<file path="src/logic/crossbar_pkg.sv">
// constants, register map and signal ids of the port crossbar
package crossbar_pkg;
  localparam int NPORTS   = 8;
  localparam int NPINS    = 64;
  localparam int XPINS    = 23;
  localparam int NUM_SIG  = 19;
  localparam int DBG_PIN  = 56;
  typedef logic [4:0] sig_id_t;
  // peripheral signals in priority order
  localparam int SIG_UART_TX  = 0;
  localparam int SIG_UART_RX  = 1;
  localparam int SIG_SPIB_SCK = 2;
  localparam int SIG_SPIB_NSS = 5;
  localparam int SIG_SPIA_SCK = 6;
  localparam int SIG_SPIA_NSS = 9;
  localparam int SIG_SDA      = 10;
  localparam int SIG_SCL      = 11;
  localparam int SIG_SYSCLK   = 12;
  localparam int SIG_CEX0     = 13;
  localparam int NUM_CEX      = 6;
  // fixed pins
  localparam int PIN_UART_TX  = 4;
  localparam int PIN_UART_RX  = 5;
  localparam int PIN_SPIB_SCK = 16;
  // select bits
  localparam int SEL_A_UART   = 0;
  localparam int SEL_A_SPIA   = 1;
  localparam int SEL_A_SMB    = 2;
  localparam int SEL_A_SYSCLK = 3;
  localparam int SEL_C_SPIB   = 0;
  localparam int SEL_C_ENABLE = 6;
  // reset values
  localparam logic [7:0] LATCH_RST = 8'hFF;
  localparam logic [7:0] CFG_RST   = 8'h00;
  // register addresses
  localparam logic [7:0] LATCH_ADDR [NPORTS] =
    '{8'h80, 8'h90, 8'hA0, 8'hB0, 8'hD9, 8'hDA, 8'hDB, 8'hDC};
  localparam logic [7:0] DRIVE_ADDR [NPORTS] =
    '{8'hA4, 8'hA5, 8'hA6, 8'hA7, 8'hA2, 8'hA3, 8'hA1, 8'h9F};
  localparam logic [7:0] MODE_ADDR  [NPORTS] =
    '{8'hA8, 8'hA9, 8'hAA, 8'hAB, 8'hAC, 8'hAD, 8'hAE, 8'hAF};
  localparam logic [7:0] ANALOG_ADDR [NPORTS] =
    '{8'hB8, 8'hB9, 8'hBA, 8'hBB, 8'hBC, 8'hBD, 8'hBE, 8'hBF};
  localparam logic [7:0] SKIP_ADDR [3] = '{8'hD4, 8'hD5, 8'hD6};
  localparam logic [7:0] SEL_ADDR  [3] = '{8'hE1, 8'hE2, 8'hE3};
endpackage

</file>
<file path="src/logic/pin_allocator.sv">
// priority allocation of peripheral signals to crossbar pins
`timescale 1ns/10ps
module pin_allocator
  import crossbar_pkg::*;
(
  // selection and skip state
  input  wire logic [7:0]       sel_a_i,
  input  wire logic [7:0]       sel_b_i,
  input  wire logic [7:0]       sel_c_i,
  input  wire logic [XPINS-1:0] skip_i,
  input  wire logic             spia_four_wire_i,
  input  wire logic             spib_four_wire_i,
  // ownership per pin
  output logic [XPINS-1:0]      own_vld_o,
  output sig_id_t               own_id_o [XPINS]
);
  always_comb begin
    logic [NUM_SIG-1:0] want;
    logic [XPINS-1:0]   taken;
    logic               found;
    want      = '0;
    taken     = '0;
    found     = 1'b0;
    own_vld_o = '0;
    for (int p = 0; p < XPINS; p++) begin
      own_id_o[p] = '0;
    end
    want[SIG_UART_TX] = sel_a_i[SEL_A_UART];
    want[SIG_UART_RX] = sel_a_i[SEL_A_UART];
    for (int s = SIG_SPIB_SCK; s < SIG_SPIB_NSS; s++) begin
      want[s] = sel_c_i[SEL_C_SPIB];
    end
    want[SIG_SPIB_NSS] = sel_c_i[SEL_C_SPIB] & spib_four_wire_i;
    for (int s = SIG_SPIA_SCK; s < SIG_SPIA_NSS; s++) begin
      want[s] = sel_a_i[SEL_A_SPIA];
    end
    want[SIG_SPIA_NSS] = sel_a_i[SEL_A_SPIA] & spia_four_wire_i;
    want[SIG_SDA]      = sel_a_i[SEL_A_SMB];
    want[SIG_SCL]      = sel_a_i[SEL_A_SMB];
    want[SIG_SYSCLK]   = sel_a_i[SEL_A_SYSCLK];
    for (int k = 0; k < NUM_CEX; k++) begin
      want[SIG_CEX0 + k] = 3'(k) < sel_b_i[2:0];
    end
    // fixed placements come first
    for (int s = SIG_UART_TX; s <= SIG_UART_RX; s++) begin
      if (want[s]) begin
        own_vld_o[PIN_UART_TX + s] = 1'b1;
        own_id_o[PIN_UART_TX + s]  = sig_id_t'(s);
        taken[PIN_UART_TX + s]     = 1'b1;
      end
    end
    for (int s = SIG_SPIB_SCK; s <= SIG_SPIB_NSS; s++) begin
      if (want[s]) begin
        own_vld_o[PIN_SPIB_SCK + s - SIG_SPIB_SCK] = 1'b1;
        own_id_o[PIN_SPIB_SCK + s - SIG_SPIB_SCK]  = sig_id_t'(s);
        taken[PIN_SPIB_SCK + s - SIG_SPIB_SCK]     = 1'b1;
      end
    end
    // the rest take the lowest free unskipped pin
    for (int s = SIG_SPIA_SCK; s < NUM_SIG; s++) begin
      found = 1'b0;
      for (int p = 0; p < XPINS; p++) begin
        if (want[s] && !found && !taken[p] && !skip_i[p]) begin
          own_vld_o[p] = 1'b1;
          own_id_o[p]  = sig_id_t'(s);
          taken[p]     = 1'b1;
          found        = 1'b1;
        end
      end
    end
  end
endmodule

</file>
<file path="src/logic/priority_pin_crossbar.sv">
// port data, configuration registers and pin crossbar
`timescale 1ns/10ps
module priority_pin_crossbar
  import crossbar_pkg::*;
#(
  parameter int NUM_PINS = 57
) (
  // clock and reset
  input  wire logic               REF_CLK_I,
  input  wire logic               RESET_I,
  // special function register port
  input  wire logic [7:0]         SFR_ADDR_I,
  input  wire logic               SFR_WR_I,
  input  wire logic               SFR_RD_I,
  input  wire logic [7:0]         SFR_WDATA_I,
  output logic      [7:0]         SFR_RDATA_O,
  // peripheral side
  input  wire logic [NUM_SIG-1:0] PERIPH_OUT_I,
  input  wire logic [NUM_SIG-1:0] PERIPH_OE_I,
  input  wire logic               SPIA_FOUR_WIRE_I,
  input  wire logic               SPIB_FOUR_WIRE_I,
  output logic      [NUM_SIG-1:0] PERIPH_IN_O,
  // debug data sharing P7.0
  input  wire logic               DBG_ACTIVE_I,
  input  wire logic               DBG_OUT_I,
  input  wire logic               DBG_OE_I,
  // pins
  input  wire logic [NPINS-1:0]   PIN_IN_I,
  output logic      [NPINS-1:0]   PIN_OUT_O,
  output logic      [NPINS-1:0]   PIN_OE_O,
  output logic      [NPINS-1:0]   PIN_DRIVE_HIGH_O,
  output logic      [NPINS-1:0]   PIN_ANALOG_O
);
  if (NUM_PINS < DBG_PIN + 1 || NUM_PINS > NPINS) begin : g_chk
    $error("NUM_PINS out of range");
  end

  logic [7:0]       latch_q  [NPORTS];
  logic [7:0]       latch_d  [NPORTS];
  logic [7:0]       drive_q  [NPORTS];
  logic [7:0]       drive_d  [NPORTS];
  logic [7:0]       mode_q   [NPORTS];
  logic [7:0]       mode_d   [NPORTS];
  logic [7:0]       analog_q [NPORTS];
  logic [7:0]       analog_d [NPORTS];
  logic [7:0]       skip_q   [3];
  logic [7:0]       skip_d   [3];
  logic [7:0]       sel_q    [3];
  logic [7:0]       sel_d    [3];
  logic [7:0]       rdata_d;
  logic [XPINS-1:0] own_vld;
  sig_id_t          own_id   [XPINS];
  logic [NPINS-1:0] out_d;
  logic [NPINS-1:0] oe_d;
  logic [NPINS-1:0] drv_d;
  logic [NPINS-1:0] ana_d;
  logic [NUM_SIG-1:0] pin_in_d;
  logic [NPINS-1:0] smb_d;
  logic [NPINS-1:0] smb_q;
  logic             xbar_en;
  logic             nss_routed;

  assign xbar_en = sel_q[2][SEL_C_ENABLE];

  pin_allocator u_alloc (
    .sel_a_i          (sel_q[0]),
    .sel_b_i          (sel_q[1]),
    .sel_c_i          (sel_q[2]),
    .skip_i           ({skip_q[2][6:0], skip_q[1], skip_q[0]}),
    .spia_four_wire_i (SPIA_FOUR_WIRE_I),
    .spib_four_wire_i (SPIB_FOUR_WIRE_I),
    .own_vld_o        (own_vld),
    .own_id_o         (own_id)
  );

  // register writes and reads
  always_comb begin
    latch_d  = latch_q;
    drive_d  = drive_q;
    mode_d   = mode_q;
    analog_d = analog_q;
    skip_d   = skip_q;
    sel_d    = sel_q;
    rdata_d  = 8'h00;
    for (int i = 0; i < NPORTS; i++) begin
      if (SFR_WR_I && SFR_ADDR_I == LATCH_ADDR[i]) begin
        latch_d[i] = SFR_WDATA_I;
      end
      if (SFR_WR_I && SFR_ADDR_I == DRIVE_ADDR[i]) begin
        drive_d[i] = SFR_WDATA_I;
      end
      if (SFR_WR_I && SFR_ADDR_I == MODE_ADDR[i]) begin
        mode_d[i] = SFR_WDATA_I;
      end
      if (SFR_WR_I && SFR_ADDR_I == ANALOG_ADDR[i]) begin
        analog_d[i] = SFR_WDATA_I;
      end
      if (SFR_RD_I && SFR_ADDR_I == LATCH_ADDR[i]) begin
        rdata_d = PIN_IN_I[i*8 +: 8];
      end
      if (SFR_RD_I && SFR_ADDR_I == DRIVE_ADDR[i]) begin
        rdata_d = drive_q[i];
      end
      if (SFR_RD_I && SFR_ADDR_I == MODE_ADDR[i]) begin
        rdata_d = mode_q[i];
      end
      if (SFR_RD_I && SFR_ADDR_I == ANALOG_ADDR[i]) begin
        rdata_d = analog_q[i];
      end
    end
    for (int i = 0; i < 3; i++) begin
      if (SFR_WR_I && SFR_ADDR_I == SKIP_ADDR[i]) begin
        skip_d[i] = SFR_WDATA_I;
      end
      if (SFR_WR_I && SFR_ADDR_I == SEL_ADDR[i]) begin
        sel_d[i] = SFR_WDATA_I;
      end
      if (SFR_RD_I && SFR_ADDR_I == SKIP_ADDR[i]) begin
        rdata_d = skip_q[i];
      end
      if (SFR_RD_I && SFR_ADDR_I == SEL_ADDR[i]) begin
        rdata_d = sel_q[i];
      end
    end
  end

  // pin drive computation
  always_comb begin
    logic [4:0] s;
    s        = '0;
    out_d    = '0;
    oe_d     = '0;
    drv_d    = '0;
    ana_d    = '0;
    smb_d    = '0;
    pin_in_d = '1;
    for (int p = 0; p < NUM_PINS; p++) begin
      drv_d[p] = drive_q[p/8][p%8];
      ana_d[p] = analog_q[p/8][p%8];
      out_d[p] = latch_q[p/8][p%8];
      oe_d[p]  = mode_q[p/8][p%8] | ~latch_q[p/8][p%8];
      if (p < XPINS && own_vld[p]) begin
        s        = own_id[p];
        out_d[p] = PERIPH_OUT_I[s];
        pin_in_d[s] = PIN_IN_I[p];
        if (s == SIG_SDA || s == SIG_SCL) begin
          smb_d[p] = 1'b1;
          oe_d[p]  = PERIPH_OE_I[s] & ~PERIPH_OUT_I[s];
        end else begin
          oe_d[p]  = PERIPH_OE_I[s] &
                     (mode_q[p/8][p%8] | ~PERIPH_OUT_I[s]);
        end
      end
      if (p == DBG_PIN && DBG_ACTIVE_I) begin
        out_d[p] = DBG_OUT_I;
        oe_d[p]  = DBG_OE_I;
      end
      if ((ana_d[p] || !xbar_en) && !(p == DBG_PIN && DBG_ACTIVE_I)) begin
        oe_d[p] = 1'b0;
      end
    end
  end

  always_ff @(posedge REF_CLK_I) begin
    if (RESET_I) begin
      for (int i = 0; i < NPORTS; i++) begin
        latch_q[i]  <= LATCH_RST;
        drive_q[i]  <= CFG_RST;
        mode_q[i]   <= CFG_RST;
        analog_q[i] <= CFG_RST;
      end
      for (int i = 0; i < 3; i++) begin
        skip_q[i] <= CFG_RST;
        sel_q[i]  <= CFG_RST;
      end
      SFR_RDATA_O      <= 8'h00;
      PIN_OUT_O        <= '0;
      PIN_OE_O         <= '0;
      PIN_DRIVE_HIGH_O <= '0;
      PIN_ANALOG_O     <= '0;
      PERIPH_IN_O      <= '1;
      smb_q            <= '0;
    end else begin
      latch_q          <= latch_d;
      drive_q          <= drive_d;
      mode_q           <= mode_d;
      analog_q         <= analog_d;
      skip_q           <= skip_d;
      sel_q            <= sel_d;
      SFR_RDATA_O      <= rdata_d;
      PIN_OUT_O        <= out_d;
      PIN_OE_O         <= oe_d;
      PIN_DRIVE_HIGH_O <= drv_d;
      PIN_ANALOG_O     <= ana_d;
      PERIPH_IN_O      <= pin_in_d;
      smb_q            <= smb_d;
    end
  end

  // any pin carrying the first sync serial slave select
  always_comb begin
    nss_routed = 1'b0;
    for (int p = 0; p < XPINS; p++) begin
      if (own_vld[p] && own_id[p] == sig_id_t'(SIG_SPIA_NSS)) begin
        nss_routed = 1'b1;
      end
    end
  end
endmodule

</file>
<file path="config.mk">
export PLATFORM = sky130hd
export DESIGN_NAME = priority_pin_crossbar
export DESIGN_NICKNAME = d
export VERILOG_FILES = /design/src/logic/crossbar_pkg.sv /design/src/logic/pin_allocator.sv /design/src/logic/priority_pin_crossbar.sv
export SDC_FILE = /design/constraint.sdc
export NUM_CORES = 2
export LEC_CHECK = 0
export BUFFER_PORTS_ARGS = -buffer_cell sky130_fd_sc_hd__buf_2
export CAP_MARGIN = 20
export CORE_UTILIZATION = 65
export CTS_CLUSTER_DIAMETER = 30
export DETAILED_ROUTE_END_ITERATION = 16
export PLACE_DENSITY = 0.87
export SLEW_MARGIN = 20
export SYNTH_ARGS = -nofsm -noshare
export SYNTH_HDL_FRONTEND = slang
export SYNTH_SLANG_ARGS = --single-unit
</file>
<file path="constraint.sdc">
create_clock -name REF_CLK_I -period 16.2 [get_ports REF_CLK_I]
set_input_delay 1.62 -clock REF_CLK_I [delete_from_list [all_inputs] [get_ports REF_CLK_I]]
set_output_delay 1.62 -clock REF_CLK_I [all_outputs]
set_load 0.01 [all_outputs]
</file>
==> results of run 1 <==
layer usage:
| metal | track usage | overflow |
|---|---|---|
| met5 | 0.3846 | 0 |
| met4 | 0.6630 | 45 |
| met3 | 0.6753 | 5 |
| met2 | 0.9167 | 68 |
| met1 | 0.8310 | 4 |
stage by stage:
stage	instance area, sq um	cells
4_1_cts	45370	6530
3_5_place_dp	42340	6375
3_3_place_gp	42330	6374
2_1_floorplan	40700	5540
cells in the mapped netlist, drive strengths merged, types with 13 or more instances:
| master | number | area share |
|---|---|---|
| nand2b | 56 | 0.0086 |
| or2 | 29 | 0.0045 |
| nand4 | 48 | 0.0079 |
| mux2i | 325 | 0.080 |
| nand2 | 627 | 0.058 |
| o22ai | 44 | 0.0069 |
| o2111ai | 23 | 0.0056 |
| a31oi | 73 | 0.012 |
| a221o | 26 | 0.0064 |
| or4 | 13 | 0.0027 |
| o221ai | 35 | 0.0076 |
| and2 | 62 | 0.0096 |
| o21a | 23 | 0.0043 |
| a222oi | 21 | 0.0052 |
| clkbuf | 346 | 0.032 |
| a22o | 18 | 0.0039 |
| or3 | 39 | 0.0061 |
| a22oi | 86 | 0.016 |
| nor4 | 49 | 0.0082 |
| o21ai | 411 | 0.051 |
| dfxtp | 552 | 0.27 |
| a21boi | 16 | 0.0031 |
| nor2b | 226 | 0.035 |
| o311ai | 16 | 0.0043 |
| a221oi | 101 | 0.022 |
| mux4 | 14 | 0.0078 |
| mux2 | 61 | 0.017 |
| a311oi | 13 | 0.0040 |
| nor2 | 562 | 0.052 |
| buf | 104 | 0.015 |
| nor3 | 189 | 0.025 |
| a21oi | 454 | 0.057 |
| nand3 | 230 | 0.029 |
| nor3b | 20 | 0.0037 |
| a211o | 18 | 0.0039 |
| o31ai | 33 | 0.0065 |
| inv | 75 | 0.0069 |
| and3 | 58 | 0.0091 |
| o211ai | 66 | 0.012 |
| a2111oi | 28 | 0.0072 |
| a21o | 28 | 0.0052 |
| a211oi | 93 | 0.019 |
cell families after synthesis:
| kind of cell | after synthesis | share of synthesized area |
|---|---|---|
| other | 1 | 0.00009238 |
| AOI/OAI and AO/OA | 1759 | 0.2947 |
| adders and majority gates | 11 | 0.002866 |
| DFF | 552 | 0.2722 |
| muxes | 400 | 0.1048 |
| xor gates and xnor gates | 12 | 0.002589 |
| buffers and inverters | 527 | 0.05391 |
| and+or+nand+nor | 2251 | 0.2688 |
==> results by group, run 1 <==
Run status
  – Status: did not finish
  – Stopping stage: 5_1_grt
  – First Err: [ERROR GRT-0232] Routing congestion too high. Check the congestion heatmap in the GUI.

Floorplan
  – Initial Util: 0.6578
  – Die Span Y: 251.9 um
  – Placement Rows: 91
  – Chip width: 251.9 um
  – Total I/O pin count: 410

Synthesis
  – Synth Register Bits: 552
  – Cell count after synthesis: 5513
  – Post-synthesis sequential area ratio: 0.2722
  – Ys Warns: 0
  – Fraction of synthesis flops using an asynchronous set or reset pin: 0
  – Synthesized area: 40600 sq um
  – Post-synth EDFFs: 0
  – Yosys cell types: 133
  – Main synth FF type: dfxtp_1
  – Synthesized area per cell: 7.364 sq um

Clock tree
  – # Post-CTS Setup Buffers: 0
  – Clk buf depth: 3
  – Root Buffer: clkbuf_16
  – PostCTS Resize Cnt: 0
  – TritonCTS Buffers: 85
  – Htree depth: 3
  – Clk sinks: 552
  – CTS Hold Bufs: 0

Placement
  – Post-DP HPWL: 143600 um
  – GP Congestion: 1.145
  – IO buf count: 381
  – DP Worst Slack: 4972 ps

Global routing
  – Largest net degree at the start of global routing: 223
  – Global-route usage over all layers: 0.7871
  – Total gr overflow: 122
==> run 2: changes to the inputs <==
Settings changed: CORE_UTILIZATION 65 to 40, CTS_CLUSTER_DIAMETER 30 to unset, PLACE_DENSITY 0.87 to unset, PLACE_DENSITY_LB_ADDON set to 0.15.
==> run 2 against run 1 <==
The run now ends clean. Synthesized cell count is the same. Synthesized area unchanged.
==> results by group, run 2 <==
Timing
  – RSZ-0062 raised after global routing: false
  – Max-slew violations: 0
  – Setup Viol. Count Final: 0
  – Max-slew headroom: 0.1860
  – Final Hold Viols: 0
  – Minimum clock period: 11750 ps
  – Clock skew: 98.17 ps
  – Worst-margin pin slew: 1208 ps
  – Peak Freq: 85.13 MHz
  – Fin Setup TNS: 0 ps
  – Final worst-path cycle share: 0.7251
  – Worst Setup Slack, final: 4454 ps

Worst setup path
  – Critical-path maximum fanout: 41
  – Crit end category: flip-flop
  – Slowest cell on crit path: o31ai_2
  – CP Class: flip-flop to flip-flop
  – Data arrival, critical path: 12330 ps
  – CP most frequent cell: buf_4
  – Worst EP required: 16780 ps
  – CP max stage delay: 940 ps
  – Worst setup SP type: flip-flop

Final layout
  – Biggest regs: drive_q: 64 flops, mode_q: 64 flops
  – P&R area growth vs syn: 11.97%
  – Fillers: 10450
  – Commonest non-fill, non-tap cells in the layout: nand2_1 (623), nor2_1 (559), dfxtp_1 (550), a21oi_1 (448), o21ai_0 (384)
  – Commonest non-fill, non-tap cell in the layout: nand2_1
  – Util after Layout: 0.4532
  – Layout cells sized above 1: 0.1458
  – Final net count: 5775

Global routing
  – Global-route usage over all layers: 0.4072
  – Met1 Usage GRT: 0.5491
  – Total gr overflow: 0
  – Largest net degree at the start of global routing: 175
  – First-pass GRT wire length: 308400 um
  – Vias in the first global route: 42220
  – Met3 usage: 0.1231
  – Global routing met2 resource utilization: 0.5972
  – GR peak layer: met2
  – Initial antenna violation count: 16

Clock tree
  – CTS Hold Bufs: 0
  – Clk Latency, worst-skew pair: 740 ps
  – Clk buf depth: 3
  – Root Buffer: clkbuf_16
  – PostCTS Resize Cnt: 0
  – TritonCTS Buffers: 61
  – Worst-path clk slew: 80 ps
  – Clk sinks: 552
  – CTS tree: done
  – # Post-CTS Setup Buffers: 0
  – Htree depth: 2

Synthesis
  – Main area contributors after synthesis: dfxtp_1 (27%), mux2i_1 (8.0%), nand2_1 (5.8%)
  – Synthesized area per cell: 7.364 sq um
  – Ys Warns: 0
  – Post-synthesis sequential area ratio: 0.2722
  – Yosys top cell by area: dfxtp_1
  – Top-count cell post-synth: nand2_1
  – Yosys cell types: 133
  – Share of the synthesized area in the top cell type: 0.2722
  – Post-synth EDFFs: 0
  – Cell count after synthesis: 5513
  – Main synth FF type: dfxtp_1
  – Fraction of synthesis flops using an asynchronous set or reset pin: 0
  – Synth Register Bits: 552
  – Synth top cells by count: nand2_1 (624), nor2_1 (560), dfxtp_1 (552)
  – Synthesized area: 40600 sq um

Floorplan
  – Chip width: 320.6 um
  – Die area: 102800 sq um
  – Die Span Y: 320.6 um
  – CORE AREA: 100300 sq um
  – Initial Util: 0.4048
  – Total I/O pin count: 410
  – Placement Rows: 116

Placement
  – GP Congestion: 1.028
  – Post-DP HPWL: 164600 um
  – DP Worst Slack: 4589 ps
  – IO buf count: 381

Worst hold path
  – Class of the worst hold path: flip-flop to flip-flop

Drt
  – WL/cell: 31.14 um
  – DRC viols: 0
  – Drt first pass iters: 8
  – Vias after detailed routing: 46940
  – Routed wire length: 219900 um
  – DRT antenna net count: 0
  – Initial DRC Count: 6699
  – Vias per cell: 6.648

Pwr
  – Design Power: 3.099 mW
  – PwrDens: 68.18 nW/um^2
  – P_leak: 17.70 nW
  – VDD IR max: 0.00009770 V

Run status
  – Status: completed

Flow run
  – Max-Cap Viols: 0
[run 2: cell families (layout without fill, tap and decap cells)]
group | count (synthesis) | after routing | share of synthesized area
compound gates | 1759 | 1759 | 0.2947
xor+xnor | 12 | 12 | 0.002589
fa+ha+maj | 11 | 11 | 0.002866
buf+inv | 527 | 685 | 0.05391
flops | 552 | 552 | 0.2722
mux | 400 | 400 | 0.1048
other cells | 1 | 33 | 0.00009238
simple gates | 2251 | 2251 | 0.2688
[run 2: power breakdown]
group          switching (mW)  internal (mW)
clock                   0.637          0.810
sequential            0.00496           1.37
combinational           0.212         0.0688
total                   0.854           2.25
[run 2: area by class of cell]
cell class | count | area [sq um] | area share
antenna | 5 | 12.51 | 0.0002753
clock buffer | 87 | 1754 | 0.03859
clock inverter | 26 | 319.1 | 0.007019
inverter | 77 | 289.0 | 0.006358
multi-input combinational | 4461 | 27550 | 0.6060
sequential | 552 | 11050 | 0.2432
tap | 1357 | 1698 | 0.03735
timing repair buffer | 495 | 2783 | 0.06122
[run 2: worst paths after layout]
| kind | depth (start not counted) | endpoint | slack [ps] | startpoint |
|---|---|---|---|---|
| worst max-delay path | 31 | PIN_OE_O[22]$_SDFF_PP0_ | 4450 | sel_q[17]$_SDFFE_PP0P_ |
| worst min-delay path | 1 | PIN_OUT_O[40]$_SDFF_PP0_ | 410 | latch_q[16]$_SDFFE_PP1P_ |
| worst max register to register | 31 | PIN_OE_O[22]$_SDFF_PP0_ | 4450 | sel_q[17]$_SDFFE_PP0P_ |
| worst min register to register | 1 | PIN_OUT_O[40]$_SDFF_PP0_ | 410 | latch_q[16]$_SDFFE_PP1P_ |
[run 2: per-layer routing]
metal,vias up,share of wire
met5,-,0.00029
met2,2964,0.42
met1,22680,0.42
li1,20760,-
met3,519,0.12
met4,12,0.046
[run 2: per-stage QoR]
step / std cells / instance area [sq um] / hold WS (ps)
2_1_floorplan: 5540 / 40700 / 421.8
3_3_place_gp: 6941 / 43350 / 438.4
3_5_place_dp: 6942 / 43360 / 446.2
4_1_cts: 7055 / 45430 / 405.2
5_1_grt: 7055 / 45440 / 428.4
6_report: 7060 / 45460 / 413.5
[run 2: worst max-delay path: cells and delay by family, from the launching register on]
kind / cells / cell delay (ps)
AO/OA/AOI/OAI: 17 / 6820
flip-flops: 1 / 870
buffers and inverters: 5 / 1260
AND/OR/NAND/NOR: 9 / 2570
No activity file was read; power rests on OpenSTA's default activity.
